`src/core/latched_io_pkg.sv`:
```
// Constants shared by the latched I/O port group.
// Assumes a classic Wishbone master with 32-bit data and byte addresses.
package latched_io_pkg;

  localparam int DW = 32;
  localparam int AW = 8;
  localparam int PW = 4;

  // Port addresses 00h..1Fh; byte address is four times the port address
  localparam logic [4:0] PA_ANALOG_SEGMENT = 5'h04;
  localparam logic [4:0] PA_OUTPUT_ONLY = 5'h05;
  localparam logic [4:0] PA_SEGMENT = 5'h06;
  localparam logic [4:0] PA_OSC_PULSE = 5'h07;
  localparam logic [4:0] PA_IRQ_TIMER = 5'h08;
  localparam logic [4:0] PA_BIT_POINTER = 5'h1C;
  localparam logic [4:0] PA_BIT_OP = 5'h1D;
  localparam logic [4:0] PA_CONTROL = 5'h1E;

  // Reset values
  localparam logic [3:0] LATCH_RST = 4'hF;
  localparam logic [1:0] OUT_ONLY_RST = 2'h3;
  localparam logic [3:0] POINTER_RST = 4'h0;
  localparam logic [1:0] ANALOG_SEL_RST = 2'h0;

  // Bit-operation command codes, write data bits 1:0
  localparam logic [1:0] OP_SET = 2'h1;
  localparam logic [1:0] OP_CLEAR = 2'h2;
  localparam logic [1:0] OP_TEST = 2'h3;

  // Control register fields
  localparam int CTL_DUAL_CLOCK = 0;
  localparam int CTL_PULSE_EN = 1;
  localparam int CTL_ANALOG_LO = 4;
  localparam int CTL_ANALOG_HI = 5;

  // Bit-pointer codes that reach no pin
  localparam logic [3:0] PTR_NONE_A = 4'h6;
  localparam logic [3:0] PTR_NONE_B = 4'h7;

  // Instruction cycle: four clocks, states S1..S4 as phase 0..3
  localparam logic [1:0] SAMPLE_PHASE = 2'h2;
  localparam logic [1:0] DRIVE_PHASE = 2'h3;

  typedef enum logic [3:0] {
    ST_IDLE = 4'b0001,
    ST_CYC1 = 4'b0010,
    ST_CYC2 = 4'b0100,
    ST_ACK = 4'b1000
  } cyc_state_t;

endpackage

```
`src/core/latched_io_port_group.sv`:
```
// Latched I/O port group: five latched ports, indirect bit operations,
// shared-function pins, and external interrupt edge detection.
// Assumes a classic Wishbone master on CLK; pin inputs are synchronous.
`timescale 1ns/1ps

module latched_io_port_group (
  input wire logic CLK, // 40 MHz clock
  input wire logic NRST, // Asynchronous reset, active low
  input wire logic WB_CYC_I, // Wishbone cycle
  input wire logic WB_STB_I, // Wishbone strobe
  input wire logic WB_WE_I, // Wishbone write enable
  input wire logic [latched_io_pkg::AW-1:0] WB_ADR_I, // Byte address
  input wire logic [3:0] WB_SEL_I, // Byte selects
  input wire logic [latched_io_pkg::DW-1:0] WB_DAT_I, // Write data
  output logic [latched_io_pkg::DW-1:0] WB_DAT_O, // Read data
  output logic WB_ACK_O, // Wishbone acknowledge
  input wire logic [3:0] ANALOG_SEGMENT_PORT_I, // Pin levels
  output logic [3:0] ANALOG_SEGMENT_PORT_O, // Pin drive value
  output logic [3:0] ANALOG_SEGMENT_PORT_OE, // Pin drive enable
  output logic [1:0] ANALOG_SEL, // Active analog input
  output logic [1:0] OUTPUT_ONLY_PORT_O, // Output-only pins
  input wire logic [3:0] SEGMENT_PORT_I, // Pin levels
  output logic [3:0] SEGMENT_PORT_O, // Pin drive value
  output logic [3:0] SEGMENT_PORT_OE, // Pin drive enable
  input wire logic [3:0] OSCILLATOR_PULSE_PORT_I, // Pin levels
  output logic [3:0] OSCILLATOR_PULSE_PORT_O, // Pin drive value
  output logic [3:0] OSCILLATOR_PULSE_PORT_OE, // Pin drive enable
  input wire logic PULSE_IN, // Pulse generator signal
  input wire logic LOW_OSC_DRIVE, // Resonator amplifier output
  output logic LOW_OSC_IN, // Resonator input to oscillator
  output logic DUAL_CLOCK, // Dual-clock mode selected
  input wire logic [3:0] INTERRUPT_TIMER_PORT_I, // Pin levels
  output logic [3:0] INTERRUPT_TIMER_PORT_O, // Pin drive value
  output logic [3:0] INTERRUPT_TIMER_PORT_OE, // Pin drive enable
  output logic TIMER_INPUT, // Timer/counter input level
  output logic URGENT_EXTERNAL_IRQ, // Falling-edge pulse, urgent
  output logic MASKABLE_EXTERNAL_IRQ // Falling-edge pulse, maskable
);
  import latched_io_pkg::*;

  cyc_state_t state_r;
  cyc_state_t state_nxt;
  logic [1:0] phase_r;
  logic [4:0] port_addr;
  logic req;
  logic sample_now;
  logic drive_now;
  logic [3:0] as_lat_r;
  logic [1:0] oo_lat_r;
  logic [3:0] sg_lat_r;
  logic [3:0] op_lat_r;
  logic [3:0] it_lat_r;
  logic [3:0] ptr_r;
  logic dual_r;
  logic pulse_en_r;
  logic [1:0] analog_sel_r;
  logic test_r;
  logic [DW-1:0] rd_r;
  logic [DW-1:0] rd_nxt;
  logic [15:0] lat_vec;
  logic [15:0] lat_vec_nxt;
  logic [15:0] pin_vec;
  logic bit_op_wr;
  logic urg_prev_r;
  logic msk_prev_r;
  logic [3:0] op_drive;

  // Pointer value selects a pin unless it is one of the two gap codes
  function automatic logic ptr_valid(input logic [3:0] p);
    ptr_valid = (p != PTR_NONE_A) && (p != PTR_NONE_B);
  endfunction

  // Byte 0 must be enabled for a write to reach 4-bit data
  function automatic logic wr_hit(input logic [4:0] a, input logic [4:0] t,
                                  input logic we, input logic [3:0] sel);
    wr_hit = we && sel[0] && (a == t);
  endfunction

  assign port_addr = WB_ADR_I[6:2];
  assign req = WB_CYC_I && WB_STB_I && (WB_ADR_I[AW-1] == 1'b0);
  assign sample_now = (state_r == ST_CYC2) && (phase_r == SAMPLE_PHASE);
  assign drive_now = (state_r == ST_CYC2) && (phase_r == DRIVE_PHASE);

  // Two-instruction-cycle access sequencer
  always_comb begin
    state_nxt = state_r;
    case (state_r)
      ST_IDLE: begin
        if (WB_CYC_I && WB_STB_I) begin
          state_nxt = ST_CYC1;
        end
      end
      ST_CYC1: begin
        if (phase_r == DRIVE_PHASE) begin
          state_nxt = ST_CYC2;
        end
      end
      ST_CYC2: begin
        if (phase_r == DRIVE_PHASE) begin
          state_nxt = ST_ACK;
        end
      end
      ST_ACK: begin
        state_nxt = ST_IDLE;
      end
      default: begin
        state_nxt = ST_IDLE;
      end
    endcase
  end

  always_ff @(posedge CLK or negedge NRST) begin
    if (!NRST) begin
      state_r <= ST_IDLE;
    end else begin
      state_r <= state_nxt;
    end
  end

  always_ff @(posedge CLK or negedge NRST) begin
    if (!NRST) begin
      phase_r <= 2'h0;
    end else if (state_r == ST_CYC1 || state_r == ST_CYC2) begin
      phase_r <= phase_r + 2'h1;
    end else begin
      phase_r <= 2'h0;
    end
  end

  assign WB_ACK_O = (state_r == ST_ACK);

  // Pointer-addressable view: 0-3, 4-5, 8-11, 12-15; 6 and 7 are holes
  assign lat_vec = {op_lat_r, sg_lat_r, 2'b00, oo_lat_r, as_lat_r};
  assign pin_vec = {OSCILLATOR_PULSE_PORT_I, SEGMENT_PORT_I, 2'b00,
                    oo_lat_r, ANALOG_SEGMENT_PORT_I};
  assign bit_op_wr = drive_now && req &&
                     wr_hit(port_addr, PA_BIT_OP, WB_WE_I, WB_SEL_I);

  always_comb begin
    lat_vec_nxt = lat_vec;
    if (bit_op_wr && ptr_valid(ptr_r)) begin
      if (WB_DAT_I[1:0] == OP_SET) begin
        lat_vec_nxt[ptr_r] = 1'b1;
      end else if (WB_DAT_I[1:0] == OP_CLEAR) begin
        lat_vec_nxt[ptr_r] = 1'b0;
      end
    end
  end

  // Port latches take new data only at S4 of the second cycle
  always_ff @(posedge CLK or negedge NRST) begin
    if (!NRST) begin
      as_lat_r <= LATCH_RST;
      oo_lat_r <= OUT_ONLY_RST;
      sg_lat_r <= LATCH_RST;
      op_lat_r <= LATCH_RST;
      it_lat_r <= LATCH_RST;
    end else if (drive_now && req) begin
      if (bit_op_wr) begin
        as_lat_r <= lat_vec_nxt[3:0];
        oo_lat_r <= lat_vec_nxt[5:4];
        sg_lat_r <= lat_vec_nxt[11:8];
        op_lat_r <= lat_vec_nxt[15:12];
      end
      if (wr_hit(port_addr, PA_ANALOG_SEGMENT, WB_WE_I, WB_SEL_I)) begin
        as_lat_r <= WB_DAT_I[3:0];
      end
      if (wr_hit(port_addr, PA_OUTPUT_ONLY, WB_WE_I, WB_SEL_I)) begin
        oo_lat_r <= WB_DAT_I[1:0];
      end
      if (wr_hit(port_addr, PA_SEGMENT, WB_WE_I, WB_SEL_I)) begin
        sg_lat_r <= WB_DAT_I[3:0];
      end
      if (wr_hit(port_addr, PA_OSC_PULSE, WB_WE_I, WB_SEL_I)) begin
        op_lat_r <= WB_DAT_I[3:0];
      end
      if (wr_hit(port_addr, PA_IRQ_TIMER, WB_WE_I, WB_SEL_I)) begin
        it_lat_r <= WB_DAT_I[3:0];
      end
    end
  end

  // Pointer and control also change at S4 so all writes look alike
  always_ff @(posedge CLK or negedge NRST) begin
    if (!NRST) begin
      ptr_r <= POINTER_RST;
      dual_r <= 1'b0;
      pulse_en_r <= 1'b0;
      analog_sel_r <= ANALOG_SEL_RST;
    end else if (drive_now && req) begin
      if (wr_hit(port_addr, PA_BIT_POINTER, WB_WE_I, WB_SEL_I)) begin
        ptr_r <= WB_DAT_I[3:0];
      end
      if (wr_hit(port_addr, PA_CONTROL, WB_WE_I, WB_SEL_I)) begin
        dual_r <= WB_DAT_I[CTL_DUAL_CLOCK];
        pulse_en_r <= WB_DAT_I[CTL_PULSE_EN];
        analog_sel_r <= WB_DAT_I[CTL_ANALOG_HI:CTL_ANALOG_LO];
      end
    end
  end

  // Bit test samples the selected pin at S3; a hole reads as zero
  always_ff @(posedge CLK or negedge NRST) begin
    if (!NRST) begin
      test_r <= 1'b0;
    end else if (sample_now && req && WB_WE_I && WB_SEL_I[0] &&
                 port_addr == PA_BIT_OP && WB_DAT_I[1:0] == OP_TEST) begin
      test_r <= ptr_valid(ptr_r) ? pin_vec[ptr_r] : 1'b0;
    end
  end

  // Read mux; pins are unlatched, so the value is the S3 snapshot
  always_comb begin
    rd_nxt = '0;
    case (port_addr)
      PA_ANALOG_SEGMENT: rd_nxt[3:0] = ANALOG_SEGMENT_PORT_I;
      PA_OUTPUT_ONLY: rd_nxt[1:0] = oo_lat_r;
      PA_SEGMENT: rd_nxt[3:0] = SEGMENT_PORT_I;
      PA_OSC_PULSE: rd_nxt[3:0] = OSCILLATOR_PULSE_PORT_I;
      PA_IRQ_TIMER: rd_nxt[3:0] = INTERRUPT_TIMER_PORT_I;
      PA_BIT_POINTER: rd_nxt[3:0] = ptr_r;
      PA_BIT_OP: rd_nxt[0] = test_r;
      PA_CONTROL: begin
        rd_nxt[CTL_DUAL_CLOCK] = dual_r;
        rd_nxt[CTL_PULSE_EN] = pulse_en_r;
        rd_nxt[CTL_ANALOG_HI:CTL_ANALOG_LO] = analog_sel_r;
      end
      default: rd_nxt = '0;
    endcase
  end

  always_ff @(posedge CLK or negedge NRST) begin
    if (!NRST) begin
      rd_r <= '0;
    end else if (sample_now && req && !WB_WE_I) begin
      rd_r <= rd_nxt;
    end
  end

  assign WB_DAT_O = rd_r;

  // Open-drain style pins: a zero latch pulls low, a one releases the pin; the output-only port drives its latch value directly
  assign ANALOG_SEGMENT_PORT_O = 4'h0;
  assign ANALOG_SEGMENT_PORT_OE = ~as_lat_r;
  assign ANALOG_SEL = analog_sel_r;
  assign OUTPUT_ONLY_PORT_O = oo_lat_r;
  assign SEGMENT_PORT_O = 4'h0;
  assign SEGMENT_PORT_OE = ~sg_lat_r;

  // Pulse output is gated by the latch; disable it before plain I/O use
  assign op_drive = {op_lat_r[3:2],
                     op_lat_r[1] & (pulse_en_r ? PULSE_IN : 1'b1),
                     op_lat_r[0]};

  always_comb begin
    OSCILLATOR_PULSE_PORT_O = 4'h0;
    OSCILLATOR_PULSE_PORT_OE = ~op_drive;
    if (dual_r) begin
      // Resonator owns bits 2 and 3; latch writes there have no effect
      OSCILLATOR_PULSE_PORT_OE[2] = 1'b0;
      OSCILLATOR_PULSE_PORT_O[3] = LOW_OSC_DRIVE;
      OSCILLATOR_PULSE_PORT_OE[3] = 1'b1;
    end
  end

  assign LOW_OSC_IN = dual_r & OSCILLATOR_PULSE_PORT_I[2];
  assign DUAL_CLOCK = dual_r;

  assign INTERRUPT_TIMER_PORT_O = 4'h0;
  assign INTERRUPT_TIMER_PORT_OE = ~it_lat_r;
  assign TIMER_INPUT = INTERRUPT_TIMER_PORT_I[3];

  // Edges are seen even when the pin serves as plain I/O
  always_ff @(posedge CLK or negedge NRST) begin
    if (!NRST) begin
      urg_prev_r <= 1'b1;
      msk_prev_r <= 1'b1;
    end else begin
      urg_prev_r <= INTERRUPT_TIMER_PORT_I[2];
      msk_prev_r <= INTERRUPT_TIMER_PORT_I[0];
    end
  end

  always_ff @(posedge CLK or negedge NRST) begin
    if (!NRST) begin
      URGENT_EXTERNAL_IRQ <= 1'b0;
      MASKABLE_EXTERNAL_IRQ <= 1'b0;
    end else begin
      URGENT_EXTERNAL_IRQ <= urg_prev_r & ~INTERRUPT_TIMER_PORT_I[2];
      MASKABLE_EXTERNAL_IRQ <= msk_prev_r & ~INTERRUPT_TIMER_PORT_I[0];
    end
  end

endmodule // latched_io_port_group

```
`config.mk`:
```
export PLATFORM = sky130hd
export DESIGN_NAME = latched_io_port_group
export DESIGN_NICKNAME = d
export VERILOG_FILES = /design/src/core/latched_io_pkg.sv /design/src/core/latched_io_port_group.sv
export SDC_FILE = /design/constraint.sdc
export NUM_CORES = 1
export LEC_CHECK = 0
export BUFFER_PORTS_ARGS = -buffer_cell sky130_fd_sc_hd__buf_2
export CORE_ASPECT_RATIO = 0.7
export CORE_MARGIN = 3
export CORE_UTILIZATION = 50
export CTS_BUF_LIST = sky130_fd_sc_hd__clkbuf_16
export DETAILED_ROUTE_END_ITERATION = 7
export GPL_TIMING_DRIVEN = 0
export PLACE_DENSITY_LB_ADDON = 0.1
export SLEW_MARGIN = 30
export SYNTH_ARGS = -nofsm -noshare
export SYNTH_HDL_FRONTEND = slang
export SYNTH_SLANG_ARGS = --single-unit
```
`constraint.sdc`:
```
create_clock -name CLK -period 5.7 [get_ports CLK]
set_input_delay 0.57 -clock CLK [delete_from_list [all_inputs] [get_ports CLK]]
set_output_delay 0.57 -clock CLK [all_outputs]
set_load 0.02 [all_outputs]
```
==> impl_metrics.yaml <==
critical_path:
  crit_fanout: 10
  path_cells: "buf_6 -> or4b_1 -> buf_2 -> nor4_4 -> clkbuf_2 -> o21ai_0 -> o22a_1"
  startpoint_type: "register"
  reg2reg_to: "op_lat_r[1]"
  cp_slowest_stage_delay_ns: 0.60
  r2r-start: "state_r[1]"
  worst_setup_path_end_kind: "register"
  arrival_ns: 2.73
  required_ns: 5.92
  worst-setup-path-type: "reg -> reg"
  rr_worst_depth: 7
  cp_slowest_cell: "nor4_4"
  reg2reg_slack_ns: 3.19
routing:
  ant_nets: 0
  first_pass_iters: 4
  vias: 2788
  detail_route.wirelength_mm: 8.14
  wl_per_cell_um: 15.5
  post_drt_via_cell_ratio: 5.32
  met2WireLength_mm: 3.46
  drcViolationCount: 0
  m1WireLength_mm: 3.71
  drt_iter0_drc: 196
  top_layer: "met4"
  wl_met3_um: 861
power_and_ir_drop:
  power_density_nw_per_um2: 211
  peakVddDrop_v: 0.000166
  total_power_w: 0.000812
  cellLeakagePower_nw: 1.75
global_routing:
  track_usage_pct: 22.8
  grt_pass1_vias: 2619
  gr-total-overflow: 0
  grt_pass1_wl_mm: 13.0
  grt_max_degree: 44
  antenna_found_initial: 0
synthesis:
  ys_seq_area_share_pct: 35.7
  synth-seq-cells: 43
  synth_cells: 334
  yosys_warnings: 0
  syn_avg_cell_area_um2: 9.23
  async_flop_share_pct: 100
  synth_edf_count: 0
  synth_ff_type: "dfrtp_1"
  syn_area_um2: 3080
  synth.distinct_cells: 53
floorplan:
  start_util_pct: 52.8
  die_h_um: 71.7
  ios: 141
  rows: 23
  die_width_um: 99.9
  coreArea_um2: 5840
  die-area_um2: 7160
sta:
  finalCriticalPeriod_ns: 2.51
  rsz0062_at_grt: "no"
  finalWorstSetupSlack_ns: 3.19
  max_clock_freq_ghz: 0.398
  slew_viol_final: 0
  finalSetupViolations: 0
  fin_tns_setup_ns: 0
  worst_pin_slew_ns: 1.03
  finalCritPeriodShare_pct: 44.1
  finClkSkew_ns: 0.00306
  hold_viol: 0
  maxSlewHeadroom_pct: 30.8
hold_path:
  hold_path.class: "in -> async"
finish:
  final_core_util_pct: 66.1
  final_common_cell: "buf_2"
  syn_to_final_growth_pct: 25.1
  layout-drive-gt1-share_pct: 35.6
  nNetsFinal: 519
  n_antenna_cell: 0
  design_area_um2: 3860
  mostFrequentLayoutCells: "68 x buf_2, 43 x buf_4, 41 x conb_1"
job:
  drv_cap: 0
placed_design:
  place_ws_ns: 3.24
  port_buffers: 67
  gp_congestion: 0.926
  place_area_um2: 3670
  hpwlAfterDp_mm: 6.14
clock_network:
  clk_pin_slew_worst_paths_ns: 0.06
  insertion_delay_ns: 0.29
  post_cts_buffers: 0
  root_buffer: "clkbuf_16"
  cts_tree: "built"
  cts_buffer_depth: 2
  post_cts_resized: 0
  cts_buffers: 5
  cts_hold_buf: 0
  htree_num_levels: 2
  clkSinkCount: 43
outcome:
  status: "complete, no violations"
-- cells by family after synthesis --
group	synth area share [%]
DFF	35.7
adders and majority gates	1.62
buffers and inverters	15.7
xor gates and xnor gates	0.284
AOI/OAI and AO/OA	15.4
muxes	12.0
and+or+nand+nor	19.2
other	0.122
-- metrics by stage --
step | hold slack [ns] | cells
CTS | 0.294 | 524
detailed placement | 0.456 | 516
global route | 0.308 | 524
finish | 0.263 | 524
floorplan | 0.274 | 374
global placement | 0.448 | 516
-- Yosys cell counts, types with 5 or more instances --
library cell | number | area (um2)
and2_1 | 5 | 31.3
nand4_1 | 5 | 31.3
o22a_1 | 11 | 96.3
nand4b_1 | 5 | 43.8
nand2_1 | 6 | 22.5
a21oi_1 | 20 | 100
buf_4 | 42 | 315
nor2b_1 | 7 | 43.8
clkbuf_1 | 16 | 60.1
dfrtp_1 | 22 | 551
nor4b_1 | 5 | 43.8
nor2_1 | 17 | 63.8
mux2_2 | 13 | 146
o21ai_0 | 18 | 90.1
nand3_1 | 12 | 60.1
dfstp_2 | 21 | 552
mux2i_1 | 20 | 200
inv_1 | 20 | 75.1
-- worst max-delay path, delay by kind of cell (launching register included) --
kind | cells | cell delay (ns)
AOI/OAI and AO/OA | 2 | 0.33
buffers and inverters | 3 | 0.63
DFF | 1 | 0.37
and+or+nand+nor | 2 | 1.11
-- state kept, by name, indices dropped and copies added (netlist names), 2 cells and up --
name	flops
ptr_r	4
phase_r	2
op_lat_r	4
it_lat_r	4
state_r	4
ANALOG_SEL	2
sg_lat_r	4
OUTPUT_ONLY_PORT_O	2
WB_DAT_O	6
as_lat_r	4
-- how the worst max path moves through the flow --
| stage | from | to | slack (ns) | cells past startpoint |
|---|---|---|---|---|
| global placement | WB_ADR_I[6] | as_lat_r[3] | 3.27 | 7 |
| floorplan | state_r[1] | ptr_r[0] | 3.53 | 6 |
| detailed placement | WB_ADR_I[6] | as_lat_r[3] | 3.24 | 7 |
| global route | state_r[1] | op_lat_r[1] | 3.09 | 7 |
| finish | state_r[1] | op_lat_r[1] | 3.19 | 7 |
| CTS | state_r[1] | as_lat_r[1] | 3.24 | 7 |
-- power breakdown --
group,internal [W],leakage [nW],switching (W)
Clock,0.000251,0.0900,0.000121
Sequential,0.000315,0.506,0.00000626
Combinational,0.0000496,1.16,0.0000697
Total,0.000616,1.75,0.000197
-- area by class of cell --
cell class	instances	area, um2
timing repair buffer	67	338
buffer	64	409
sequential	43	1100
tap	75	93.8
clock inverter	3	67.6
clock buffer	5	125
fill	524	1980
inverter	20	75.1
multi-input combinational	247	1650
-- layer usage --
metal | track usage [%] | vias to the layer above
met5 | 0 | -
met4 | 6.06 | 0
met3 | 5.35 | 13
met2 | 33.4 | 148
met1 | 33.8 | 1281
li1 | - | 1346
No activity file was read; power rests on OpenSTA's default activity.
